$ cat config.mk
export PLATFORM = sky130hd
export DESIGN_NAME = spi_pio
export DESIGN_NICKNAME = d
export VERILOG_FILES = /design/src/verilog/spi_pio_pkg.sv /design/src/verilog/spi_pio.sv
export VERILOG_INCLUDE_DIRS = /design/src /design/src/verilog
export SDC_FILE = /design/constraint.sdc
export NUM_CORES = 1
export LEC_CHECK = 0
export ABC_AREA = 0
export BUFFER_PORTS_ARGS = -buffer_cell sky130_fd_sc_hd__buf_2
export CAP_MARGIN = 20
export CORE_MARGIN = 1
export CORE_UTILIZATION = 56
export DETAILED_ROUTE_END_ITERATION = 10
export PLACE_DENSITY = 0.88
export SYNTH_ARGS = -nofsm -noshare
export SYNTH_HDL_FRONTEND = slang
export SYNTH_SLANG_ARGS = --single-unit
$ cat constraint.sdc
create_clock -name clk -period 8 [get_ports clk]
set_input_delay 0.4 -clock clk [delete_from_list [all_inputs] [get_ports clk]]
set_output_delay 0.4 -clock clk [all_outputs]
set_load 0.05 [all_outputs]
$ cat src/verilog/spi_pio_params.svh
// Offsets, field positions, reset values of the serial PIO block
// Included by the block; holds definitions only
`ifndef SPI_PIO_PARAMS_SVH
`define SPI_PIO_PARAMS_SVH
// ========================================
// Register offsets
`define OFS_DIV 8'h00
`define OFS_MODE 8'h04
`define OFS_CSMODE 8'h18
`define OFS_DLY0 8'h28
`define OFS_DLY1 8'h2C
`define OFS_FMT 8'h40
`define OFS_TXQ 8'h48
`define OFS_RXQ 8'h4C
`define OFS_TXMARK 8'h50
`define OFS_STAT 8'h78
// ========================================
// Field positions
`define LEAD_LSB 0
`define TAIL_LSB 16
`define IDLE_LSB 0
`define GAP_LSB 16
`define PROTO_LSB 0
`define ENDIAN_BIT 2
`define DIR_BIT 3
`define LEN_LSB 16
`define FLAG_BIT 31
// ========================================
// Reset values
`define RST_DIV 12'h003
`define RST_LEAD 8'h01
`define RST_TAIL 8'h01
`define RST_IDLE 8'h01
`define RST_GAP 8'h00
`define RST_LEN 4'h8
`endif

$ cat src/verilog/spi_pio_pkg.sv
// Types of the serial PIO block
// Offsets and reset values live in spi_pio_params.svh
package spi_pio_pkg;
    typedef enum logic [2:0] {
        ST_IDLE = 3'h0,
        ST_LEAD = 3'h1,
        ST_GAP = 3'h2,
        ST_SHIFT = 3'h3,
        ST_TAIL = 3'h4,
        ST_REST = 3'h5
    } state_e;
    typedef enum logic [1:0] {
        LN_SINGLE = 2'h0,
        LN_DUAL = 2'h1,
        LN_QUAD = 2'h2,
        LN_RSVD = 2'h3
    } lane_e;
    typedef enum logic [1:0] {
        CS_AUTO = 2'h0,
        CS_ONE = 2'h1,
        CS_HOLD = 2'h2,
        CS_SOFT = 2'h3
    } csmode_e;
    typedef struct packed {
        logic [11:0] div;
        logic [7:0] lead;
        logic [7:0] tail;
        logic [7:0] idle;
        logic [7:0] gap;
        lane_e proto;
        logic endian;
        logic dir;
        logic [3:0] len;
        logic [2:0] mark;
        logic pha;
        logic pol;
        csmode_e csmode;
    } cfg_s;
    typedef struct packed {
        logic we;
        logic re;
        logic [7:0] addr;
        logic [31:0] wdata;
    } bus_req_s;
endpackage

$ cat src/verilog/spi_pio.sv
// Serial PIO controller: delays, frame format, tx/rx queues
// Assumes a one-cycle register port master and slaves on four lanes
//
// Functional notes
// - All chip-select and frame delays counted in whole serial clock periods.
// - Lead delay after select before first leading edge; plus half if phase 0.
// - Tail delay after last trailing edge before select release; resets to one.
// - Phase 1 adds half a period to the tail delay.
// - Select stays inactive at least the idle gap count; resets to one.
// - Frame gap between frames only in held and software select modes.
// - Frame bit count takes 0 through 8, resets to 8.
// - Reset format single lane, MSB first, 8 bits; direction per flash option.
// - Lane select: 0 single, 1 dual, 2 quad; unused lanes released.
// - Bit order 0 sends MSB first, 1 sends LSB first.
// - Receive direction releases all lanes in dual/quad; single still drives lane0.
// - Transmit direction never pushes received frames into the rx queue.
// - Write to tx port queues its low eight bits.
// - Tx port bit 31 reads full; writes while full are dropped.
// - Tx port data field always reads zero.
// - Reading rx port dequeues one frame into the low eight bits.
// - Short rx frames aligned high for MSB first, low for LSB first.
// - Rx port bit 31 reads empty; data then not valid.
// - Writes to the rx port are ignored.
// - Three-bit tx threshold resets to 1 with flash option, else 0.
// - Tx low flag while queue holds fewer entries than threshold.
// - Phase 0 samples leading, shifts trailing; phase 1 the reverse.
// - Held mode keeps select after first frame; mode 3 never asserts select, only releases it.
// - Serial clock is bus clock over twice the sum of divisor and one.
`timescale 1ns/1ps
`include "spi_pio_params.svh"

module spi_pio #(
    parameter bit FLASH_EN = 1'b1,
    parameter int DEPTH = 8
) (
    // Clock and reset
    input wire logic clk,
    input wire logic rst,
    // Register port
    input wire spi_pio_pkg::bus_req_s req,
    output logic [31:0] rdata,
    // Serial side
    output logic sck_o,
    output logic cs_n_o,
    input wire logic [3:0] lane_i,
    output logic [3:0] lane_o,
    output logic [3:0] lane_oe_n,
    // Status
    output logic tx_low_o,
    output logic busy_o
);
    localparam int AW = $clog2(DEPTH);
    localparam int CW = AW + 1;

    typedef struct packed {
        spi_pio_pkg::cfg_s cfg;
        spi_pio_pkg::state_e st;
        logic [DEPTH-1:0][7:0] txm;
        logic [DEPTH-1:0][7:0] rxm;
        logic [AW-1:0] txw;
        logic [AW-1:0] txr;
        logic [AW-1:0] rxw;
        logic [AW-1:0] rxr;
        logic [CW-1:0] txn;
        logic [CW-1:0] rxn;
        logic [11:0] hcnt;
        logic [8:0] dly;
        logic [3:0] per;
        logic ph;
        logic first;
        logic cs_act;
        logic drop;
        logic [7:0] tsr;
        logic [7:0] rsr;
        logic [31:0] rdata;
    } core_s;

    localparam spi_pio_pkg::cfg_s CFG_RST = '{
        div: `RST_DIV, lead: `RST_LEAD, tail: `RST_TAIL,
        idle: `RST_IDLE, gap: `RST_GAP,
        proto: spi_pio_pkg::LN_SINGLE, endian: 1'b0, dir: FLASH_EN,
        len: `RST_LEN, mark: {2'b00, FLASH_EN}, pha: 1'b0, pol: 1'b0,
        csmode: spi_pio_pkg::CS_AUTO
    };

    core_s s;
    core_s n;
    logic tick;
    logic tx_full;
    logic rx_empty;
    logic push_tx;
    logic pop_tx;
    logic push_rx;
    logic pop_rx;
    logic [3:0] step;
    logic [3:0] per_cnt;
    logic [3:0] rx_bits;
    logic [7:0] rx_val;
    logic [7:0] tx_head;

    function automatic logic [7:0] rev8(input logic [7:0] v);
        logic [7:0] r;
        r = '0;
        for (int i = 0; i < 8; i++) begin
            r[i] = v[7-i];
        end
        return r;
    endfunction

    // ========================================
    // Lane and frame arithmetic
    always_comb begin
        tx_full = (s.txn == CW'(DEPTH));
        rx_empty = (s.rxn == '0);
        tx_head = s.txm[s.txr];
        case (s.cfg.proto)
            spi_pio_pkg::LN_DUAL: begin
                step = 4'h2;
                per_cnt = (s.cfg.len + 4'h1) >> 1;
            end
            spi_pio_pkg::LN_QUAD: begin
                step = 4'h4;
                per_cnt = (s.cfg.len + 4'h3) >> 2;
            end
            default: begin
                step = 4'h1;
                per_cnt = s.cfg.len;
            end
        endcase
        rx_bits = per_cnt * step;
    end

    // ========================================
    // Next-state logic
    always_comb begin
        n = s;
        push_tx = 1'b0;
        pop_tx = 1'b0;
        push_rx = 1'b0;
        pop_rx = 1'b0;
        rx_val = '0;
        n.rdata = '0;
        tick = (s.hcnt >= s.cfg.div);
        n.hcnt = tick ? 12'h000 : s.hcnt + 12'h001;

        case (s.st)
            spi_pio_pkg::ST_IDLE: begin
                if (!s.cs_act) begin
                    n.drop = 1'b0;
                end
                if (s.cs_act && (s.cfg.csmode != spi_pio_pkg::CS_HOLD || s.drop)) begin
                    n.cs_act = 1'b0;
                    n.drop = 1'b0;
                    n.st = spi_pio_pkg::ST_REST;
                    n.dly = {s.cfg.idle, 1'b0};
                    n.hcnt = '0;
                end else if (s.txn != '0 && (s.cfg.dir || s.rxn != CW'(DEPTH))) begin
                    pop_tx = 1'b1;
                    n.tsr = s.cfg.endian ? rev8(tx_head) : tx_head;
                    n.first = 1'b1;
                    n.ph = 1'b0;
                    n.per = per_cnt;
                    n.hcnt = '0;
                    if (s.cs_act || s.cfg.csmode == spi_pio_pkg::CS_SOFT) begin
                        n.st = spi_pio_pkg::ST_GAP;
                        n.dly = {s.cfg.gap, 1'b0};
                    end else begin
                        n.cs_act = 1'b1;
                        n.st = spi_pio_pkg::ST_LEAD;
                        n.dly = {s.cfg.lead, 1'b0} + {8'h00, ~s.cfg.pha};
                    end
                end
            end
            spi_pio_pkg::ST_LEAD, spi_pio_pkg::ST_GAP: begin
                if (s.dly == '0) begin
                    n.st = spi_pio_pkg::ST_SHIFT;
                    n.hcnt = '0;
                end else if (tick) begin
                    n.dly = s.dly - 9'h001;
                end
            end
            spi_pio_pkg::ST_SHIFT: begin
                if (s.per == '0) begin
                    rx_val = (s.rsr << (4'h8 - rx_bits)) & (8'hFF << (4'h8 - s.cfg.len));
                    if (!s.cfg.dir && s.rxn != CW'(DEPTH)) begin
                        push_rx = 1'b1;
                    end
                    n.hcnt = '0;
                    if (s.cs_act && s.cfg.csmode != spi_pio_pkg::CS_HOLD) begin
                        n.st = spi_pio_pkg::ST_TAIL;
                        n.dly = {s.cfg.tail, 1'b0} + {8'h00, s.cfg.pha};
                    end else begin
                        n.st = spi_pio_pkg::ST_IDLE;
                    end
                end else if (tick) begin
                    if (!s.ph) begin
                        n.ph = 1'b1;
                        n.first = 1'b0;
                        if (!s.cfg.pha) begin
                            n.rsr = sample(s.rsr);
                        end else if (!s.first) begin
                            n.tsr = s.tsr << step;
                        end
                    end else begin
                        n.ph = 1'b0;
                        n.per = s.per - 4'h1;
                        if (!s.cfg.pha) begin
                            n.tsr = s.tsr << step;
                        end else begin
                            n.rsr = sample(s.rsr);
                        end
                    end
                end
            end
            spi_pio_pkg::ST_TAIL: begin
                if (s.dly == '0) begin
                    n.cs_act = 1'b0;
                    n.st = spi_pio_pkg::ST_REST;
                    n.dly = {s.cfg.idle, 1'b0};
                    n.hcnt = '0;
                end else if (tick) begin
                    n.dly = s.dly - 9'h001;
                end
            end
            spi_pio_pkg::ST_REST: begin
                if (s.dly == '0) begin
                    n.st = spi_pio_pkg::ST_IDLE;
                end else if (tick) begin
                    n.dly = s.dly - 9'h001;
                end
            end
            default: begin
                n.st = spi_pio_pkg::ST_IDLE;
            end
        endcase

        // Register writes
        if (req.we) begin
            if (req.addr == `OFS_DIV) begin
                n.cfg.div = req.wdata[11:0];
            end else if (req.addr == `OFS_MODE) begin
                n.cfg.pha = req.wdata[0];
                n.cfg.pol = req.wdata[1];
            end else if (req.addr == `OFS_CSMODE) begin
                n.cfg.csmode = spi_pio_pkg::csmode_e'(req.wdata[1:0]);
                if (req.wdata[1:0] != s.cfg.csmode) begin
                    n.drop = 1'b1;
                end
            end else if (req.addr == `OFS_DLY0) begin
                n.cfg.lead = req.wdata[`LEAD_LSB +: 8];
                n.cfg.tail = req.wdata[`TAIL_LSB +: 8];
            end else if (req.addr == `OFS_DLY1) begin
                n.cfg.idle = req.wdata[`IDLE_LSB +: 8];
                n.cfg.gap = req.wdata[`GAP_LSB +: 8];
            end else if (req.addr == `OFS_FMT) begin
                n.cfg.proto = spi_pio_pkg::lane_e'(req.wdata[`PROTO_LSB +: 2]);
                n.cfg.endian = req.wdata[`ENDIAN_BIT];
                n.cfg.dir = req.wdata[`DIR_BIT];
                n.cfg.len = req.wdata[`LEN_LSB+3] ? 4'h8 : req.wdata[`LEN_LSB +: 4];
            end else if (req.addr == `OFS_TXQ) begin
                push_tx = !tx_full;
            end else if (req.addr == `OFS_TXMARK) begin
                n.cfg.mark = req.wdata[2:0];
            end
        end

        // Register reads
        if (req.re) begin
            if (req.addr == `OFS_DIV) begin
                n.rdata = {20'h00000, s.cfg.div};
            end else if (req.addr == `OFS_MODE) begin
                n.rdata = {30'h00000000, s.cfg.pol, s.cfg.pha};
            end else if (req.addr == `OFS_CSMODE) begin
                n.rdata = {30'h00000000, s.cfg.csmode};
            end else if (req.addr == `OFS_DLY0) begin
                n.rdata = {8'h00, s.cfg.tail, 8'h00, s.cfg.lead};
            end else if (req.addr == `OFS_DLY1) begin
                n.rdata = {8'h00, s.cfg.gap, 8'h00, s.cfg.idle};
            end else if (req.addr == `OFS_FMT) begin
                n.rdata = {12'h000, s.cfg.len, 12'h000, s.cfg.dir, s.cfg.endian, s.cfg.proto};
            end else if (req.addr == `OFS_TXQ) begin
                n.rdata = {tx_full, 31'h00000000};
            end else if (req.addr == `OFS_RXQ) begin
                n.rdata = {rx_empty, 23'h000000, s.rxm[s.rxr]};
                pop_rx = !rx_empty;
            end else if (req.addr == `OFS_TXMARK) begin
                n.rdata = {29'h00000000, s.cfg.mark};
            end else if (req.addr == `OFS_STAT) begin
                n.rdata = {30'h00000000, busy_o, tx_low_o};
            end
        end

        if (push_tx) begin
            n.txm[s.txw] = req.wdata[7:0];
            n.txw = s.txw + AW'(1);
        end
        if (pop_tx) begin
            n.txr = s.txr + AW'(1);
        end
        n.txn = s.txn + CW'(push_tx) - CW'(pop_tx);
        if (push_rx) begin
            n.rxm[s.rxw] = s.cfg.endian ? rev8(rx_val) : rx_val;
            n.rxw = s.rxw + AW'(1);
        end
        if (pop_rx) begin
            n.rxr = s.rxr + AW'(1);
        end
        n.rxn = s.rxn + CW'(push_rx) - CW'(pop_rx);
    end

    function automatic logic [7:0] sample(input logic [7:0] v);
        case (s.cfg.proto)
            spi_pio_pkg::LN_DUAL: return {v[5:0], lane_i[1:0]};
            spi_pio_pkg::LN_QUAD: return {v[3:0], lane_i};
            default: return {v[6:0], lane_i[1]};
        endcase
    endfunction

    // ========================================
    // State register
    always_ff @(posedge clk or posedge rst) begin
        if (rst) begin
            s <= '0;
            s.cfg <= CFG_RST;
        end else begin
            s <= n;
        end
    end

    // ========================================
    // Outputs
    always_comb begin
        rdata = s.rdata;
        sck_o = s.cfg.pol ^ s.ph;
        cs_n_o = ~s.cs_act;
        busy_o = (s.st != spi_pio_pkg::ST_IDLE);
        tx_low_o = ({1'b0, s.txn} < (CW+1)'(s.cfg.mark));
        case (s.cfg.proto)
            spi_pio_pkg::LN_DUAL: begin
                lane_o = {2'b00, s.tsr[7:6]};
                lane_oe_n = s.cfg.dir ? 4'b1100 : 4'b1111;
            end
            spi_pio_pkg::LN_QUAD: begin
                lane_o = s.tsr[7:4];
                lane_oe_n = s.cfg.dir ? 4'b0000 : 4'b1111;
            end
            default: begin
                lane_o = {3'b000, s.tsr[7]};
                lane_oe_n = 4'b1110;
            end
        endcase
    end
endmodule

Word-level counts from Yosys, hierarchy flattened
Index checks and enable logic that the tools add are counted.
{"block": "word_totals", "regBits": 287, "input_bits": 48, "out_inout_bits": 44}
{"block": "classes", "n_addsub": 17, "mul": 1, "order_cmp": 8, "eq_ne": 40, "shifts": 3, "muxes": 107, "n_bitwise": 12, "n_reduce_logical": 40}
{"op": "$mux W32", "count": 9}
{"op": "$bwmux W64", "count": 2}
{"op": "$mux W8", "count": 15}
{"op": "$bmux W8 S3", "count": 2}
{"op": "$demux W8 S3", "count": 2}
{"op": "$mux W16", "count": 3}
{"op": "$mux W9", "count": 5}
{"op": "$mux W21", "count": 2}
{"op": "$eq A8 B7 Y1 const B", "count": 5}
{"op": "$mux W1", "count": 36}
{"op": "$pmux W12 S3", "count": 1}
{"op": "$pmux W9 S4", "count": 1}
{"op": "$pmux W8 S2", "count": 2}
{"op": "$mux W28", "count": 1}
{"op": "$ne A2 B2 Y1 const B", "count": 14}
{"op": "$reduce_and A5 Y1", "count": 5}
{"op": "$mux W12", "count": 2}
{"op": "$mux W3", "count": 8}
{"op": "$pmux W4 S2", "count": 3}
{"op": "$add A9 B1 Y9", "count": 2}
{"op": "$mux W6", "count": 3}
{"op": "$reduce_and A6 Y1", "count": 3}
{"op": "$eq A8 B6 Y1 const B", "count": 2}
{"op": "$lt A3 B4 Y1 const B", "count": 4}
{"op": "other kinds (55)", "count": 96}

Depth between registers and ports, before layout
Gate-level depths: netlist (run 1).
{"block": "depth", "depth_word": 12, "depth_mapped": 21, "mapped_depth_nobuf": 19}

Worst setup path before layout (run 1)
OpenSTA, ideal clock, no wires.
{"block": "synth_timing", "path_type": "reg-to-reg", "start": "register s[241] (netlist name)", "end": "register s[112] (netlist name)", "setup_ps": 154, "t_arrival_ps": 4088, "path_slack_ps": 3759, "path_stages_with_launch": 17, "path_buffers": 4, "period_less_slack_ps": 4241, "path_cell_list": "dfrtp_1 > inv_1 > ha_1 > buf_2 > buf_1 > clkbuf_1 > nand2_1 > nand3_1 > fa_1 > fa_1 > xnor2_1 > xnor2_1 > xnor2_1 > xor2_1 > mux2i_1 > buf_2 > o31ai_1"}
{"block": "synth_via", "elab_chain_cells": 10, "word_cells_on_any_way": 12, "classes_between": "add/sub: 1; mul: 1; eq/ne: 2; shift: 1; mux: 6; bitwise: 1"}
{"item": "start: declaration", "line_no": "spi_pio.sv:86", "source": "core_s s;"}
{"item": "start signal: assignment", "line_no": "spi_pio.sv:326", "source": "s <= n;"}
{"item": "$eq A2 B2 Y1 / $eq A2 B1 Y1 (equally long branches)", "line_no": "spi_pio.sv:116", "source": "case (s.cfg.proto)"}
{"item": "$pmux W4 S2 / $pmux W3 S2 (equally long branches)", "line_no": "spi_pio.sv:116"}
{"item": "$mul A4 B3 Y4 *", "line_no": "spi_pio.sv:130", "source": "rx_bits = per_cnt * step;"}
{"item": "$sub A4 B4 Y4 *", "line_no": "spi_pio.sv:184", "source": "rx_val = (s.rsr << (4'h8 - rx_bits)) & (8'hFF << (4'h8 - s.cfg.len));"}
{"item": "$shl A8 B4 Y8 *", "line_no": "spi_pio.sv:184"}
{"item": "$and A8 B8 Y8 *", "line_no": "spi_pio.sv:184"}
{"item": "$mux W8 *", "line_no": "spi_pio.sv:183", "source": "if (s.per == '0) begin"}
{"item": "$mux W8 *", "line_no": "spi_pio.sv:146", "source": "case (s.st)"}
{"item": "$mux W8 *", "line_no": "spi_pio.sv:302", "source": "n.rxm[s.rxw] = s.cfg.endian ? rev8(rx_val) : rx_val;"}
{"item": "$bwmux W64 *", "line_no": "spi_pio.sv:302"}
Every way passes the cells marked *; elsewhere a longest branch is shown, timed or not.
A chain may end at the register's enable or synchronous reset.

Worst setup path in the final report (run 1)
{"block": "layout_timing", "start": "register s[241] (netlist name)", "end": "register s[155] (netlist name)"}
Same word-level chain as after synthesis.

==> results of run 1 <==
==> flip-flops by register name (all words and copies together), names as in the netlist <==
signal,flops
s,255
rdata,21
==> path summary, 6_finish.rpt <==
path                                       to          startpoint  slack, ns  cells after the start
setup / recovery           s[155]$_DFFE_PP0P_  s[241]$_DFFE_PP0P_       2.69                     15
hold / removal                s[75]$_DFF_PP0_                 rst      -0.01                      2
setup reg to reg           s[155]$_DFFE_PP0P_  s[241]$_DFFE_PP0P_       2.69                     15
hold reg to reg            s[156]$_DFFE_PP0P_  s[156]$_DFFE_PP0P_       0.47                      2
max in group asynchronous  s[186]$_DFFE_PP0P_                 rst       6.46                      3
min in group clk           s[286]$_DFFE_PP0P_             req[11]       0.07                      2
==> cell type report <==
cell class | instances | area (um2) | area share (%)
tap | 341 | 427 | 2.54
clock buffer | 37 | 796 | 4.74
sequential | 276 | 6920 | 41.2
inverter | 62 | 240 | 1.43
clock inverter | 14 | 190 | 1.13
timing repair buffer | 83 | 490 | 2.92
multi-input combinational | 983 | 7740 | 46.1
==> routing by layer <==
metal  part of all wire (%)  global-route usage (%)  vias to the layer above
li1                       -                       -                     5184
met1                     39                    35.6                     5847
met4                    4.8                    13.6                        0
met3                    8.5                    6.51                      126
met2                     47                    44.4                      633
met5                      0                       0                        -
==> synthesized netlist by cell type (all sizes together) (5+ instances only) <==
cell type / number
a221o: 6
a21o: 8
and2: 10
nand3: 29
and3: 21
o31ai: 67
inv: 62
o22ai: 5
xnor2: 14
o21ai: 61
dfrtp: 268
dfstp: 8
or3: 5
nor4: 12
clkbuf: 51
nor4b: 5
a32oi: 7
nor2b: 12
nand2: 160
mux4: 43
nor2: 75
a21oi: 46
mux2: 142
nand3b: 5
xor2: 18
ha: 44
a32o: 5
mux2i: 25
nor3: 16
buf: 74
or4: 6
nand2b: 13
a221oi: 5
a31oi: 10
a22oi: 23
nand4: 9
a211oi: 6
==> power groups by stage <==
stage | Clock, uW | Combinational (uW) | Sequential (uW)
final | 1400 | 1440 | 1740
after global routing | 1460 | 1570 | 1760
after CTS | 1420 | 1360 | 1760
after detailed placement | 0 | 1340 | 1780
after global placement | 0 | 1280 | 1760
after floorplan | 0 | 1140 | 1640
==> cells by family (layout without fill, tap and decap cells) <==
kind of cell	Yosys count	after routing	synth area share [%]
muxes	210	210	18.2
buffers and inverters	187	196	5.60
AOI/OAI and AO/OA	289	289	12.9
adders and majority gates	48	48	4.08
and+or+nand+nor	393	393	12.7
xor gates and xnor gates	32	32	1.81
DFF	276	276	44.7
other	1	11	0.0242
==> per-stage QoR <==
step | hold slack (ns) | instance area (um2) | utilization (%) | std cells
2_1_floorplan | 0.443 | 15500 | - | 1446
3_3_place_gp | 0.455 | 15700 | 58.2 | 1739
3_5_place_dp | 0.464 | 15700 | 58.2 | 1739
4_1_cts | 0.0647 | 16700 | 61.9 | 1790
5_1_grt | 0.0890 | 16800 | 62.2 | 1796
6_report | -0.0120 | 16800 | 62.2 | 1796
==> impl_metrics.py, run 1 <==
metrics = {
    "clock_tree": {
        "holdBufCountCts": 0,
        "cts_root_buffer": "clkbuf_16",
        "clock_latency_ns": 0.56,
        "htreeDepth": 1,
        "ctsResizeCount": 0,
        "numCtsBuffers": 29,
        "cts_setup_buffers": 0,
        "cts_tree": "yes",
        "clock_sink_count": 276,
        "ctsLongestPathBuffers": 3,
        "path_clk_slew_ns": 0.06,
    },
    "setup_path": {
        "crit_chain": "inv_1 -> ha_1 -> buf_4 -> nand2_1 -> o21ai_0 -> nand2_1 -> fa_1 -> fa_1 -> xnor2_1 -> xnor2_1 -> xnor2_1 -> xor2_1 -> mux2i_4 -> buf_4 -> o31ai_1",
        "critPathBufInv": 3,
        "critPathTopFamily": "adder cells",
        "max_stage_delay_ns": 0.72,
        "cp_max_fo": 64,
        "end_kind": "flip-flop",
        "start_kind": "flip-flop",
        "crit_top_cell": "xnor2_1",
        "arrival_ns": 5.70,
        "path_class": "reg -> reg",
        "required_ns": 8.39,
        "cpMaxStageDelayCell": "ha_1",
    },
    "route": {
        "dr.pass1.iters": 7,
        "drt-wirelength-per-cell_um": 21.8,
        "remaining_drc_errors": 0,
        "routed_via_density": 6.56,
        "wirelength_um": 39200,
        "drtAntennaViolNets": 0,
        "vias": 11800,
        "drt_iter0_markers": 1319,
    },
    "die": {
        "io-pin-count": 92,
        "start_util_pct": 57.3,
        "num_rows": 60,
        "fp.coreArea_um2": 27000,
        "die-area_um2": 28300,
        "die_height_um": 168,
        "die_w_um": 168,
    },
    "timing": {
        "worst_slew_pin_slew_ns": 1.13,
        "max_freq_ghz": 0.188,
        "setup_violations": 0,
        "min_period_ns": 5.31,
        "setup_tns_ns": 0,
        "rsz0062_at_grt": "false",
        "finalWorstSetupSlack_ns": 2.69,
        "maxSlewHeadroom_pct": 24.4,
        "finalMaxSlewViolations": 0,
        "fin_skew_ns": 0.0212,
        "holdWs_ns": -0.0120,
        "hold_viol": 6,
        "fin_crit_sh_pct": 66.3,
    },
    "yosys": {
        "synth_top_area_share_pct": 43.3,
        "synth_edf_count": 0,
        "synth_ff_type": "dfrtp_1",
        "syn_avg_cell_area_um2": 10.8,
        "syn-cell-area_um2": 15500,
        "synth-async-reset-ratio_pct": 100,
        "synthTopCellsByArea": "dfrtp_1 (43%), mux2_2 (10%), mux4_2 (6.3%), nand2_1 (3.9%), ha_1 (3.6%)",
        "ys_seq_elements": 276,
        "ys_seq_area_share_pct": 44.7,
        "yosys_warnings": 0,
        "ys_types": 80,
        "synth.largest_area_cell": "dfrtp_1",
        "postSynthCellCount": 1436,
    },
    "status": {
        "outcome": "finished, violations left",
        "violations": "negative hold slack",
    },
    "finish": {
        "final_common_cell": "dfrtp_1",
        "synthToLayoutAreaGrowth_pct": 8.58,
        "n_fill_cell": 2034,
        "fin_nets": 1531,
        "drive_gt1_share_pct": 23.4,
        "antenna_cells": 0,
        "layout_common_cells": "dfrtp_1 (268), nand2_1 (160), mux2_2 (142)",
    },
    "pwr": {
        "pwr-share-seq_pct": 38.0,
        "leakage_uw": 0.00762,
        "p_int_uw": 2900,
        "p_comb_share_pct": 31.4,
        "switching_share_pct": 36.7,
        "clkPwrFrac_pct": 30.5,
        "ir_worst_vdd_mv": 0.210,
        "total_power_uw": 4580,
        "powerDensity_nw_per_um2": 273,
        "p_sw_uw": 1680,
    },
    "global_route": {
        "antenna_found_initial": 0,
        "grt_pass1_vias": 11800,
        "grt.total_usage_pct": 27.7,
        "grt_max_degree": 134,
        "grt_pass1_wl_um": 62200,
        "grt_overflow": 0,
    },
    "run": {
        "max_cap_viol_count": 0,
    },
    "place": {
        "hpwlAfterDp_um": 26800,
        "portBuffers": 68,
        "gp_congestion": 0.933,
        "dp_worst_setup_slack_ns": 2.78,
    },
    "hold_path": {
        "hold_class": "in -> async",
    },
}
No activity file was read; power rests on OpenSTA's default activity.
==> run 2, diff against run 1 <==
- clock period: 8 -> 4.8 ns (I/O delays scaled with it)
==> run 2 against run 1 <==
  * The flow now finishes without violations
  * Sequential power rose by 66%
  * Sequential share of layout area fell by 0.52 points
  * First-iteration DRC count fell by 3.1%
  * Flip-flop and latch count did not move
  * Cell area rose by 1.3%
  * Clock skew fell by 0.0093 ns
  * Setup slack got worse by 2.3 ns
  * Global-route usage rose by 0.22 points
  * Critical path depth rose by 2
  * Maximum frequency rose by 20%
  * Routed wire length rose by 0.67%
  * Largest cell class unchanged
  * Largest power group unchanged
==> impl_metrics.py, run 2 (synthesis results as in run 1) <==
metrics = {
    "timing": {
        "setup_violations": 0,
        "min_period_ns": 4.44,
        "hold_viol": 0,
        "worst_slew_pin_slew_ns": 1.10,
        "holdWs_ns": 0.0205,
        "rsz0062_at_grt": "false",
        "fin_skew_ns": 0.0119,
        "max_freq_ghz": 0.225,
        "fin_crit_sh_pct": 92.5,
        "setup_tns_ns": 0,
        "maxSlewHeadroom_pct": 25.9,
        "finalMaxSlewViolations": 0,
    },
    "setup_path": {
        "cp_max_fo": 64,
        "max_stage_delay_ns": 0.56,
        "cpMaxStageDelayCell": "fa_1",
        "critPathBufInv": 4,
        "arrival_ns": 4.83,
        "critPathTopFamily": "adder cells",
        "end_kind": "flip-flop",
        "path_class": "reg -> reg",
        "crit_chain": "inv_1 -> ha_1 -> inv_1 -> ha_1 -> inv_1 -> a22oi_1 -> o21ai_1 -> nand2_1 -> fa_1 -> fa_1 -> xnor2_1 -> xnor2_1 -> xnor2_1 -> xor2_1 -> mux2i_4 -> buf_12 -> o31ai_1",
        "start_kind": "flip-flop",
        "required_ns": 5.19,
    },
    "pwr": {
        "p_comb_share_pct": 31.8,
        "clkPwrFrac_pct": 30.3,
        "p_int_uw": 4810,
        "powerDensity_nw_per_um2": 448,
        "leakage_uw": 0.00772,
        "ir_worst_vdd_mv": 0.369,
        "switching_share_pct": 36.9,
        "p_sw_uw": 2820,
        "pwr-share-seq_pct": 37.9,
    },
    "run": {
        "max_cap_viol_count": 0,
    },
    "die": {
        "die-area_um2": 28300,
        "num_rows": 60,
        "io-pin-count": 92,
        "die_w_um": 168,
        "die_height_um": 168,
        "fp.coreArea_um2": 27000,
        "start_util_pct": 57.3,
    },
    "finish": {
        "top_register": "s",
        "synthToLayoutAreaGrowth_pct": 9.98,
        "fin_nets": 1550,
        "antenna_cells": 0,
        "largest_reg_flops": 255,
        "final_common_cell": "dfrtp_1",
        "n_fill_cell": 1992,
        "drive_gt1_share_pct": 23.8,
        "layout_common_cells": "dfrtp_1 (268), nand2_1 (160), mux2_2 (142)",
    },
    "route": {
        "remaining_drc_errors": 0,
        "drt-wirelength-per-cell_um": 21.7,
        "vias": 11900,
        "dr.pass1.iters": 7,
        "wirelength_um": 39400,
        "drt_iter0_markers": 1278,
        "drtAntennaViolNets": 0,
        "routed_via_density": 6.55,
    },
    "clock_tree": {
        "path_clk_slew_ns": 0.07,
        "cts_root_buffer": "clkbuf_16",
        "cts_setup_buffers": 0,
        "cts_tree": "yes",
        "ctsLongestPathBuffers": 3,
        "numCtsBuffers": 29,
        "clock_sink_count": 276,
        "clock_latency_ns": 0.56,
        "htreeDepth": 1,
    },
    "global_route": {
        "grt_max_degree": 174,
        "grt.total_usage_pct": 28.0,
        "grt_pass1_vias": 11900,
        "grt_overflow": 0,
        "grt_pass1_wl_um": 62800,
        "antenna_found_initial": 1,
    },
    "place": {
        "hpwlAfterDp_um": 26800,
        "portBuffers": 68,
        "gp_congestion": 0.943,
    },
    "hold_path": {
        "hold_class": "in -> reg",
    },
    "status": {
        "outcome": "finished, final reports clean",
    },
}
[run 2: cell count changes in the layout (fill, tap and decap cells not counted), sizes merged]
cell and change:
dlygate4sd3 +12, bufinv -1, buf +9, clkinv +5, clkbuf -3
[run 2: power by group through the flow]
stage	registers (uW)	logic (uW)	clock network, uW
after floorplan	2730	1900	0
after global placement	2940	2170	0
after detailed placement	2960	2270	0
after CTS	2910	2290	2330
after global routing	2930	2660	2420
final	2890	2420	2310
[run 2: worst paths after layout]
kind                                    start                  to  slack (ns)  depth (start not counted)
max                        s[236]$_DFFE_PP0P_  s[147]$_DFFE_PP0P_        0.36                         17
max reg2reg                s[236]$_DFFE_PP0P_  s[147]$_DFFE_PP0P_        0.36                         17
min in group asynchronous                 rst  s[141]$_DFFE_PP0P_        0.41                          4
min reg2reg                s[101]$_DFFE_PP0P_  s[101]$_DFFE_PP0P_        0.48                          2
min                                 lane_i[0]   s[32]$_DFFE_PP0P_        0.02                          3
max in group asynchronous                 rst  s[169]$_DFFE_PP0P_        3.53                          4
[run 2: worst min-delay path, stage by stage]
cell	delay (ns)
buf_2	0.09
a22oi_1	0.06
a21oi_1	0.15
[run 2: through the flow]
| step | setup WS (ns) | total power, uW | cells | area [um2] | util [%] |
|---|---|---|---|---|---|
| finish | 0.361 | 7630 | 1818 | 17000 | 63.0 |
| global route | 0.118 | 8010 | 1818 | 17000 | 63.0 |
| CTS | 0.279 | 7540 | 1815 | 17000 | 62.7 |
| detailed placement | 0.379 | 5220 | 1749 | 15800 | 58.6 |
| global placement | 0.553 | 5100 | 1749 | 15800 | 58.6 |
| floorplan | 0.559 | 4630 | 1446 | 15500 | - |
[run 2: cell type report]
cell class | count | area, um2 | area share [%]
clock buffers | 36 | 792 | 4.65
clock inverters | 18 | 196 | 1.15
multi-input cells | 983 | 7750 | 45.5
repair buffers | 102 | 703 | 4.13
well taps | 341 | 427 | 2.51
flip-flops and latches | 276 | 6920 | 40.6
inverters | 62 | 236 | 1.39
[run 2: timing repair]
action	in CTS	in global routing
endpoints found under the hold margin	120	0
resized for setup	0	2
endpoints found under the setup margin	0	10
hold buffers	12	0
[run 2: routing by layer]
metal  global-route usage [%]  part of all wire (%)  up-vias
met4                     10.6                   3.8        0
li1                         -                     -     5229
met3                     4.16                   7.9      115
met2                     45.7                    47      616
met1                     37.9                    41     5942
met5                        0                     0        -
==> run 3, diff against run 2 <==
- REMOVE_ABC_BUFFERS: not set -> 1
==> run 3 against run 2 <==
  * Count of clock-buffer cells in the layout unchanged
  * Core utilization grew 0.23 points
  * Register-to-register slack worse by 0.11 ns
  * Cell area is 0.36% higher
  * Routed wire length increased by 1.6%
  * Clock power rose by 6%
  * Critical endpoint is now s[123]$_DFFE_PP0P_
  * Critical path depth stayed put
  * Sequential power barely moved
  * Flip-flop and latch count unchanged
==> impl_metrics.py, run 3 (synthesis results as in run 1) <==
metrics = {
    "status": {
        "outcome": "finished, final reports clean",
    },
    "setup_path": {
        "required_ns": 5.21,
        "regToRegStartpoint": "s[236]$_DFFE_PP0P_",
        "crit_chain": "inv_1 -> ha_1 -> inv_1 -> ha_1 -> inv_1 -> a22oi_1 -> o21ai_1 -> nand2_1 -> fa_1 -> fa_1 -> xnor2_1 -> xnor2_1 -> xnor2_1 -> xor2_1 -> mux2i_4 -> buf_12 -> o31ai_1",
        "cp_max_fo": 64,
        "r2r_end": "s[123]$_DFFE_PP0P_",
        "path_class": "reg -> reg",
        "end_kind": "flip-flop",
        "critPathLaunch": "s[236]$_DFFE_PP0P_",
        "worstRegToRegCells": 17,
        "max_stage_delay_ns": 0.56,
        "start_kind": "flip-flop",
        "rrSetupSlack_ns": 0.25,
        "arrival_ns": 4.95,
        "cpMaxStageDelayCell": "fa_1",
        "setup.worst_path.end": "s[123]$_DFFE_PP0P_",
    },
    "clock_tree": {
        "clock_latency_ns": 0.58,
        "cts_setup_buffers": 0,
        "ctsLongestPathBuffers": 3,
        "cts_tree": "yes",
        "cts_root_buffer": "clkbuf_16",
        "path_clk_slew_ns": 0.06,
        "htreeDepth": 1,
        "numCtsBuffers": 30,
        "clock_sink_count": 276,
    },
    "die": {
        "die_w_um": 168,
        "io-pin-count": 92,
        "num_rows": 60,
        "start_util_pct": 57.3,
        "fp.coreArea_um2": 27000,
        "die_height_um": 168,
        "die-area_um2": 28300,
    },
    "finish": {
        "synthToLayoutAreaGrowth_pct": 10.4,
        "n_fill_cell": 1964,
        "antenna_cells": 0,
        "final_common_cell": "dfrtp_1",
        "layout_common_cells": "dfrtp_1 (268), nand2_1 (160), mux2_2 (142)",
        "largest_reg_flops": 255,
        "utilization_pct": 63.2,
        "drive_gt1_share_pct": 24.0,
        "top_register": "s",
        "fin_nets": 1553,
    },
    "global_route": {
        "grt_max_degree": 132,
        "antenna_found_initial": 0,
        "grt_pass1_vias": 11800,
        "grt.total_usage_pct": 28.4,
        "grt_pass1_wl_um": 64000,
        "grt_overflow": 0,
    },
    "pwr": {
        "p_sw_uw": 2870,
        "powerDensity_nw_per_um2": 456,
        "pwr-share-seq_pct": 37.3,
        "leakage_uw": 0.00777,
        "switching_share_pct": 36.9,
        "p_int_uw": 4920,
        "clkPwrFrac_pct": 31.5,
        "p_comb_share_pct": 31.2,
        "ir_worst_vdd_mv": 0.366,
    },
    "timing": {
        "fin_crit_sh_pct": 94.7,
        "hold_viol": 0,
        "fin_skew_ns": 0.0375,
        "setup_violations": 0,
        "finalMaxSlewViolations": 0,
        "finalWorstSetupSlack_ns": 0.253,
        "maxSlewHeadroom_pct": 27.6,
        "max_freq_ghz": 0.220,
        "min_period_ns": 4.55,
        "rsz0062_at_grt": "false",
        "worst_slew_pin_slew_ns": 1.07,
    },
    "route": {
        "remaining_drc_errors": 0,
        "routed_via_density": 6.57,
        "drt_iter0_markers": 1702,
        "dr.pass1.iters": 6,
        "wirelength_um": 40100,
        "drtAntennaViolNets": 0,
        "vias": 12000,
        "drt-wirelength-per-cell_um": 22.0,
    },
    "place": {
        "portBuffers": 68,
        "hpwlAfterDp_um": 26300,
        "gp_congestion": 0.956,
        "dp_worst_setup_slack_ns": 0.216,
    },
    "run": {
        "max_cap_viol_count": 0,
    },
    "hold_path": {
        "hold_class": "in -> reg",
    },
}
## run 3: cell types whose count changed in the layout (fill, tap and decap cells not counted), sizes merged
cell,before,now
clkinv,9,11
clkbuf,36,37
dlygate4sd3,12,14
clkinvlp,5,3
buf,90,89
bufinv,3,4
## run 3: worst min path at each step
stage,startpoint,endpoint,slack (ns),cells past startpoint
final,req[19],s[246]$_DFFE_PP0P_,0.04,2
after global routing,req[19],s[246]$_DFFE_PP0P_,0.03,2
after CTS,req[19],s[246]$_DFFE_PP0P_,0.005,2
after detailed placement,s[121]$_DFFE_PP0P_,s[121]$_DFFE_PP0P_,0.46,2
after global placement,s[107]$_DFFE_PP0P_,s[107]$_DFFE_PP0P_,0.45,2
after floorplan,req[40],rdata[4]$_DFF_PP0_,0.37,1
## run 3: per-layer routing
layer | routed length [um] | up-vias | part of all wire (%) | track usage (%)
met5 | 0 | - | 0 | 0
met4 | 1870 | 0 | 4.7 | 11.9
met2 | 19000 | 669 | 48 | 46.1
met3 | 3280 | 155 | 8.2 | 4.23
met1 | 15900 | 5903 | 40 | 38.2
li1 | - | 5234 | - | -
## run 3: timing repair
item                                    4_1_cts  5_1_grt
resized for setup                             0        1
hold buffers                                 14        0
endpoints found under the setup margin        0       64
hold endpoints to repair                    149        0
## run 3: stage by stage
step	instance area [um2]	cells	power [uW]	TNS, ns	hold WS, ns
2_1_floorplan	14900	1321	4520	-929.92	0.369
3_5_place_dp	15800	1748	5190	0	0.463
4_1_cts	17000	1817	7670	0	0.00487
6_report	17100	1821	7790	0	0.0418
5_1_grt	17100	1821	8120	0	0.0307
3_3_place_gp	15800	1748	5100	0	0.455
## run 3: area by class of cell
class | instances | area, um2 | area share, %
clock buffer | 36 | 833 | 4.88
clock inverter | 19 | 225 | 1.32
inverter | 62 | 240 | 1.41
multi-input combinational | 983 | 7740 | 45.3
sequential | 276 | 6920 | 40.5
tap | 341 | 427 | 2.50
timing repair buffer | 104 | 696 | 4.07
## run 3: power groups by stage
stage          clock network, uW  logic, uW  registers (uW)
2_1_floorplan                  0       1680            2850
3_3_place_gp                   0       2160            2940
6_report                    2450       2430            2900
3_5_place_dp                   0       2240            2950
5_1_grt                     2550       2640            2930
4_1_cts                     2460       2290            2920
## run 3: critical path, delay by kind of cell, from the launching register on
family	cells	cell delay, ns
buffers and inverters	4	0.65
xor gates and xnor gates	4	0.81
adders and majority gates	4	1.55
AOI/OAI and AO/OA	3	0.45
and+or+nand+nor	1	0.11
muxes	1	0.31
DFF	1	0.48
